File: src/ssi_regs.svh
`ifndef SSI_REGS_SVH
`define SSI_REGS_SVH

// Register bus widths.
`define SSI_ADDR_W 4
`define SSI_DATA_W 16
`define SSI_FLAG_W 8

// Register offsets on the plain register port.
`define SSI_OFF_CONF 4'h0
`define SSI_OFF_PROX_HI 4'h1
`define SSI_OFF_PROX_LO 4'h2
`define SSI_OFF_LIGHT_HI 4'h3
`define SSI_OFF_LIGHT_LO 4'h4
`define SSI_OFF_FLAGS 4'h5
`define SSI_OFF_STATE 4'h6

// Configuration register fields.
`define SSI_CONF_MODE 0
`define SSI_CONF_LIGHT_EN 1
`define SSI_CONF_CLOSE_EN 2
`define SSI_CONF_AWAY_EN 3

// Bits of the two-bit proximity enable field once it sits in the state.
`define SSI_CFG_CLOSE 0
`define SSI_CFG_AWAY 1

// Status flag positions; all other bits are reserved and read zero.
`define SSI_FLG_LIGHT_LO 5
`define SSI_FLG_LIGHT_HI 4
`define SSI_FLG_SUN 2
`define SSI_FLG_NEAR 1
`define SSI_FLG_FAR 0
`define SSI_FLG_RSVD 8'hC8

// Live state register fields.
`define SSI_ST_NEAR 0
`define SSI_ST_PIN 1

// Reset values.
`define SSI_RST_THR 16'h0000
`define SSI_RST_FLAGS 8'h00
`define SSI_ZERO_DATA 16'h0000

`endif

File: src/ssi_pkg.sv
`default_nettype none
`include "ssi_regs.svh"
package ssi_pkg;

  // Whole state of the top module.
  typedef struct packed {
    logic prox_output_mode_select;
    logic light_irq_enable;
    logic [1:0] prox_irq_config;
    logic [`SSI_DATA_W-1:0] prox_high_threshold;
    logic [`SSI_DATA_W-1:0] prox_low_threshold;
    logic [`SSI_DATA_W-1:0] light_high_threshold;
    logic [`SSI_DATA_W-1:0] light_low_threshold;
    logic [`SSI_FLAG_W-1:0] flags;
    logic [`SSI_DATA_W-1:0] rdata;
    logic pin_oe;
    logic pin_o;
  } ssi_top_state_t;

  // Whole state of the near/far detector.
  typedef struct packed {
    logic near;
    logic near_evt;
    logic far_evt;
  } ssi_hyst_state_t;

endpackage
`default_nettype wire

File: src/ssi_prox_if.sv
`default_nettype none
`include "ssi_regs.svh"
// Proximity samples and thresholds in, near/far state and events out.
interface ssi_prox_if;
  logic prox_valid;
  logic [`SSI_DATA_W-1:0] prox_value;
  logic [`SSI_DATA_W-1:0] thr_high;
  logic [`SSI_DATA_W-1:0] thr_low;
  logic near_state;
  logic near_evt;
  logic far_evt;

  modport ctl (
    output prox_valid, prox_value, thr_high, thr_low,
    input near_state, near_evt, far_evt
  );
  modport det (
    input prox_valid, prox_value, thr_high, thr_low,
    output near_state, near_evt, far_evt
  );
endinterface
`default_nettype wire

File: src/ssi_irq_top.sv
`default_nettype none
`include "ssi_regs.svh"
module ssi_irq_top (
  input wire logic clk_sys,
  input wire logic rst_n,
  input wire logic [`SSI_ADDR_W-1:0] reg_addr,
  input wire logic [`SSI_DATA_W-1:0] reg_wdata,
  input wire logic reg_wr,
  input wire logic reg_rd,
  output logic [`SSI_DATA_W-1:0] reg_rdata,
  input wire logic light_valid,
  input wire logic [`SSI_DATA_W-1:0] light_value,
  input wire logic prox_valid,
  input wire logic [`SSI_DATA_W-1:0] prox_value,
  input wire logic sunlight_enter,
  output logic irq_or_near_far_pin_n_o,
  output logic irq_or_near_far_pin_oe
);

  ssi_pkg::ssi_top_state_t s_r;
  ssi_pkg::ssi_top_state_t s_nxt;
  logic [`SSI_FLAG_W-1:0] set_v;
  logic rd_flags;

  ssi_prox_if prox ();

  // Feed the detector with live samples and the programmed thresholds.
  assign prox.prox_valid = prox_valid;
  assign prox.prox_value = prox_value;
  assign prox.thr_high = s_r.prox_high_threshold;
  assign prox.thr_low = s_r.prox_low_threshold;

  ssi_prox_hyst u_hyst (
    .clk_sys (clk_sys),
    .rst_n (rst_n),
    .p (prox.det)
  );

  // Gathers new events, already gated by their enables.
  always_comb begin
    set_v = `SSI_RST_FLAGS;
    if (s_r.light_irq_enable && light_valid) begin
      set_v[`SSI_FLG_LIGHT_HI] = light_value > s_r.light_high_threshold;
      set_v[`SSI_FLG_LIGHT_LO] = light_value < s_r.light_low_threshold;
    end
    set_v[`SSI_FLG_NEAR] = prox.near_evt
      && s_r.prox_irq_config[`SSI_CONF_CLOSE_EN - `SSI_CONF_CLOSE_EN];
    set_v[`SSI_FLG_FAR] = prox.far_evt
      && s_r.prox_irq_config[`SSI_CONF_AWAY_EN - `SSI_CONF_CLOSE_EN];
    set_v[`SSI_FLG_SUN] = sunlight_enter && (|s_r.prox_irq_config);
  end

  assign rd_flags = reg_rd && (reg_addr == `SSI_OFF_FLAGS);

  // Next state: register writes, read data, flag update and pin level.
  always_comb begin
    s_nxt = s_r;
    s_nxt.rdata = `SSI_ZERO_DATA;
    // Writes are taken in any cycle, even with the pin pulled low.
    if (reg_wr) begin
      if (reg_addr == `SSI_OFF_CONF) begin
        s_nxt.prox_output_mode_select = reg_wdata[`SSI_CONF_MODE];
        s_nxt.light_irq_enable = reg_wdata[`SSI_CONF_LIGHT_EN];
        s_nxt.prox_irq_config =
          reg_wdata[`SSI_CONF_AWAY_EN:`SSI_CONF_CLOSE_EN];
      end else if (reg_addr == `SSI_OFF_PROX_HI) begin
        s_nxt.prox_high_threshold = reg_wdata;
      end else if (reg_addr == `SSI_OFF_PROX_LO) begin
        s_nxt.prox_low_threshold = reg_wdata;
      end else if (reg_addr == `SSI_OFF_LIGHT_HI) begin
        s_nxt.light_high_threshold = reg_wdata;
      end else if (reg_addr == `SSI_OFF_LIGHT_LO) begin
        s_nxt.light_low_threshold = reg_wdata;
      end
    end
    // Reads answer next cycle; unmapped offsets read zero.
    if (reg_rd) begin
      if (reg_addr == `SSI_OFF_CONF) begin
        s_nxt.rdata[`SSI_CONF_MODE] = s_r.prox_output_mode_select;
        s_nxt.rdata[`SSI_CONF_LIGHT_EN] = s_r.light_irq_enable;
        s_nxt.rdata[`SSI_CONF_AWAY_EN:`SSI_CONF_CLOSE_EN] =
          s_r.prox_irq_config;
      end else if (reg_addr == `SSI_OFF_PROX_HI) begin
        s_nxt.rdata = s_r.prox_high_threshold;
      end else if (reg_addr == `SSI_OFF_PROX_LO) begin
        s_nxt.rdata = s_r.prox_low_threshold;
      end else if (reg_addr == `SSI_OFF_LIGHT_HI) begin
        s_nxt.rdata = s_r.light_high_threshold;
      end else if (reg_addr == `SSI_OFF_LIGHT_LO) begin
        s_nxt.rdata = s_r.light_low_threshold;
      end else if (reg_addr == `SSI_OFF_FLAGS) begin
        s_nxt.rdata[`SSI_FLAG_W-1:0] = s_r.flags;
      end else if (reg_addr == `SSI_OFF_STATE) begin
        s_nxt.rdata[`SSI_ST_NEAR] = prox.near_state;
        s_nxt.rdata[`SSI_ST_PIN] = s_r.pin_oe;
      end
    end
    // A read clears exactly the flags it returned; a set in the same
    // cycle wins so no event is lost between read and clear.
    if (rd_flags) begin
      s_nxt.flags = (s_r.flags & ~s_r.flags) | set_v;
    end else begin
      s_nxt.flags = s_r.flags | set_v;
    end
    // The pin level follows the flags or, in logic output mode, the
    // near/far state; light flags still latch there but stay off the pin.
    if (s_nxt.prox_output_mode_select) begin
      s_nxt.pin_oe = prox.near_state;
    end else begin
      s_nxt.pin_oe = |s_nxt.flags;
    end
    s_nxt.pin_o = 1'b0;
  end

  // State register with synchronous reset.
  always_ff @(posedge clk_sys) begin
    if (!rst_n) begin
      s_r <= '0;
    end else begin
      s_r <= s_nxt;
    end
  end

  // Open-drain pin: only ever driven low, released otherwise.
  assign irq_or_near_far_pin_n_o = s_r.pin_o;
  assign irq_or_near_far_pin_oe = s_r.pin_oe;
  assign reg_rdata = s_r.rdata;
endmodule
`default_nettype wire

File: src/ssi_prox_hyst.sv
`default_nettype none
`include "ssi_regs.svh"
// Near/far decision with hysteresis between the two thresholds.
module ssi_prox_hyst (
  input wire logic clk_sys,
  input wire logic rst_n,
  ssi_prox_if.det p
);

  ssi_pkg::ssi_hyst_state_t s_r;
  ssi_pkg::ssi_hyst_state_t s_nxt;
  logic above;
  logic below;

  // Events fire only on a change of state, so values that stay between the
  // thresholds can never re-trigger.
  always_comb begin
    above = p.prox_value > p.thr_high;
    below = p.prox_value < p.thr_low;
    s_nxt = s_r;
    s_nxt.near_evt = 1'b0;
    s_nxt.far_evt = 1'b0;
    if (p.prox_valid && above && !s_r.near) begin
      s_nxt.near = 1'b1;
      s_nxt.near_evt = 1'b1;
    end else if (p.prox_valid && below && s_r.near) begin
      s_nxt.near = 1'b0;
      s_nxt.far_evt = 1'b1;
    end
  end

  // State register; the detector starts in the far state.
  always_ff @(posedge clk_sys) begin
    if (!rst_n) begin
      s_r <= '0;
    end else begin
      s_r <= s_nxt;
    end
  end

  assign p.near_state = s_r.near;
  assign p.near_evt = s_r.near_evt;
  assign p.far_evt = s_r.far_evt;
endmodule
`default_nettype wire

File: config.mk
export PLATFORM = sky130hd
export DESIGN_NAME = ssi_irq_top
export DESIGN_NICKNAME = d
export VERILOG_FILES = /design/src/ssi_pkg.sv /design/src/ssi_prox_if.sv /design/src/ssi_irq_top.sv /design/src/ssi_prox_hyst.sv
export VERILOG_INCLUDE_DIRS = /design/src
export SDC_FILE = /design/constraint.sdc
export NUM_CORES = 1
export LEC_CHECK = 0
export ABC_AREA = 0
export BUFFER_PORTS_ARGS = -buffer_cell sky130_fd_sc_hd__buf_2
export CAP_MARGIN = 20
export CORE_AREA = 2 2 117 119
export CTS_CLUSTER_SIZE = 8
export DETAILED_ROUTE_END_ITERATION = 8
export DIE_AREA = 0 0 119 121
export RECOVER_POWER = 50
export SLEW_MARGIN = 20
export SYNTH_ARGS = -nofsm -noshare
export SYNTH_HDL_FRONTEND = slang
export SYNTH_HIERARCHICAL = 1
export SYNTH_SLANG_ARGS = --single-unit
File: constraint.sdc
create_clock -name clk_sys -period 4 [get_ports clk_sys]
set_clock_uncertainty 0.15 [all_clocks]
set_input_delay 0.2 -clock clk_sys [delete_from_list [all_inputs] [get_ports clk_sys]]
set_output_delay 0.2 -clock clk_sys [all_outputs]
set_load 0.03 [all_outputs]
==> metrics.yaml <==
postRouteAntennaNets: 0
port_buffers: 75
synth_area_leaders: "dfxtp_1 (33%), ha_1 (13%), nand2_1 (10%)"
grt_pass1_wl_mm: 25.2
die_h_um: 121
p_per_area_nw_per_um2: 334
grt_pass1_vias: 5075
crit_family: "simple AND/OR/NAND/NOR gates"
hpwlAfterDp_mm: 12.3
path_buf_inv: 1
power_w: 0.00216
root_buffer: "clkbuf_16"
ir_drop_mv: 0.256
fill_cells: 1280
overflow: 0
hp-class: "in -> reg"
num_rows: 42
grt_max_degree: 80
holdBufCountCts: 8
slowest_stage: "nor4_1"
synth_simple_gate_area_frac: 0.194
synth_fp_nets: 830
fin_crit_sh: 0.700
dieArea_sq_um: 14400
fin_crit_ns: 2.80
setup_viol: 0
max-cap-violations: 1
synth_top_area_frac: 0.333
cts_max_path_buffers: 2
cp.required_ns: 4.03
clkTransAtPathRegs_ns: 0.06
synthTopCellsByCount: "nand2_1 (159), dfxtp_1 (96), inv_1 (68), ha_1 (62), a21boi_0 (58)"
critPathMaxStageDelay_ns: 1.43
netlist_instances: 709
r2r_slack_ns: 1.53
switchingPower_w: 0.000510
area_growth_pct: 12.0
dr.first_iter.drc_count: 267
swShare: 0.236
antenna_found_initial: 0
synth_xor_area_frac: 0
vias: 5044
cp_max_fo: 12
wl_per_cell_um: 16.7
pwr-share-seq: 0.453
path_cells: "clkbuf_1, nor4_1, or2_0, nor3_1"
crit_start: "reg_addr[3]"
ctsResizeCount: 0
hp-start: "reg_wdata[9]"
synth_compound_area_frac: 0.213
synthArstFlopShare: 0
dp_slack_ns: 1.32
critical_path_class: "in -> reg"
max_freq_mhz: 357
violations: "max-capacitance violations, max-slew violations"
firstDrtPassIters: 5
p_clk_frac: 0.437
n_antenna_cell: 0
ys_types: 58
yosysMostFrequentCell: "nand2_1"
drt-total-wl_mm: 15.7
r2r-start: "s_r[43]"
seq_area_sq_um: 1920
cts_tree: "done"
cts_sinks: 96
arrival_ns: 2.83
post_drt_via_cell_ratio: 5.38
hold_viol_final: 0
fp.coreArea_sq_um: 13100
synth-edff-count: 0
yosys_warnings: 6
worst_pin_slew_ns: 1.70
syn_avg_cell_area_sq_um: 8.15
fin_nets: 877
multi_input_area_sq_um: 3290
synth_seq_area_share: 0.333
grt_util_all_layers: 0.225
finalWorstSetupSlack_ns: 1.20
synthMuxAreaShare: 0.0338
ys.flop_type: "dfxtp_1"
maxSlewViolCount: 11
netlist_area_sq_um: 5780
p_int_w: 0.00165
clkLatencyLatePin_ns: 0.34
gp_congestion: 0.906
slew_headroom: -0.141
drive_above_1_share: 0.118
rsz0062_at_grt: "false"
synth_fa_ha_area_frac: 0.134
die_w_um: 119
cts_setup_buffers: 0
yosys.area.top_type: "dfxtp_1"
numCtsBuffers: 9
ys_ff_latch: 96
tns_ns: 0
drc: 0
cts_max_level: 3
startpoint_type: "input pin"
synth_top_family_by_area: "compound AO/OA/AOI/OAI gates"
endpoint_kind: "flop"
initial_core_util: 0.442
power.leakage_nw: 2.35
boundaryPins: 77
combPwrFrac: 0.110
status: "finished with violations"
## layer usage
layer,GRT usage,wire length [um],vias to the layer above,part of all wire
met4,0.0722,370,0,0.024
met2,0.400,7650,137,0.49
met5,0,0,-,0
met3,0.0456,723,28,0.046
met1,0.272,6920,2380,0.44
li1,-,-,2499,-
## sequential cells by signal, summed over array words and instances (netlist names)
signal	cells
s_r	44
prox.thr_high	16
prox.thr_low	16
reg_rdata	16
irq_or_near_far_pin_oe	1
u_hyst/p.far_evt	1
u_hyst/p.near_evt	1
u_hyst/p.near_state	1
## cell families (layout without fill, tap and decap cells)
| family | count (synthesis) | in the layout |
|---|---|---|
| other | 1 | 1 |
| AND/OR/NAND/NOR | 242 | 242 |
| multiplexers | 18 | 18 |
| buffers and inverters | 117 | 169 |
| AO/OA/AOI/OAI | 173 | 173 |
| adder cells (fa/ha/maj) | 62 | 62 |
| flip-flops | 96 | 96 |
## through the flow
step	std cells	hold slack, ns	util	area, sq um
2_1_floorplan	709	0.171	-	5780
3_3_place_gp	913	0.314	0.467	6110
3_5_place_dp	913	0.316	0.467	6110
4_1_cts	937	0.00219	0.499	6530
5_1_grt	937	0.0132	0.495	6470
6_report	937	0.00983	0.495	6470
## cell type report
class / count / share of cell area
multi-input cells: 496 / 0.509
flip-flops and latches: 96 / 0.297
repair buffers: 85 / 0.0692
clock buffers: 12 / 0.0396
inverters: 68 / 0.0394
well taps: 176 / 0.0340
clock inverters: 4 / 0.0118
## power by group through the flow
stage	logic, W	registers (W)	clock network [W]
2_1_floorplan	0.000148	0.000997	0
3_3_place_gp	0.000224	0.00100	0
3_5_place_dp	0.000234	0.00100	0
4_1_cts	0.000241	0.000979	0.000956
5_1_grt	0.000267	0.000980	0.00100
6_report	0.000238	0.000979	0.000943
## tightest hold or removal path, stage by stage
cell,delay [ns]
buf_2,0.13
nand2_1,0.06
a21boi_0,0.06
## final timing paths
kind                                    endpoint  cells past startpoint
worst max-delay path                reg_rdata[4]                      4
worst min-delay path                     s_r[51]                      3
worst max register to register           s_r[22]                      7
worst min register to register  u_hyst/p.far_evt                      2
## cells in the final DEF (no fill, tap or decap), drive strengths merged, types with 4 or more instances in the layout
cell type    instances
nand2              160
dfxtp               96
a21boi              69
inv                 68
ha                  62
buf                 59
a21oi               39
clkbuf              30
nor2                19
a22oi               14
nand4               13
o21ai               12
nand3                9
mux2i                9
mux2                 9
a211oi               9
dlygate4sd3          8
a2bb2oi              7
nor4                 7
and3                 5
nor3                 5
a21o                 5
nor2b                5
nand2b               5
a211o                4
and2                 4
Note: power is estimated with default switching activity, not from simulation.
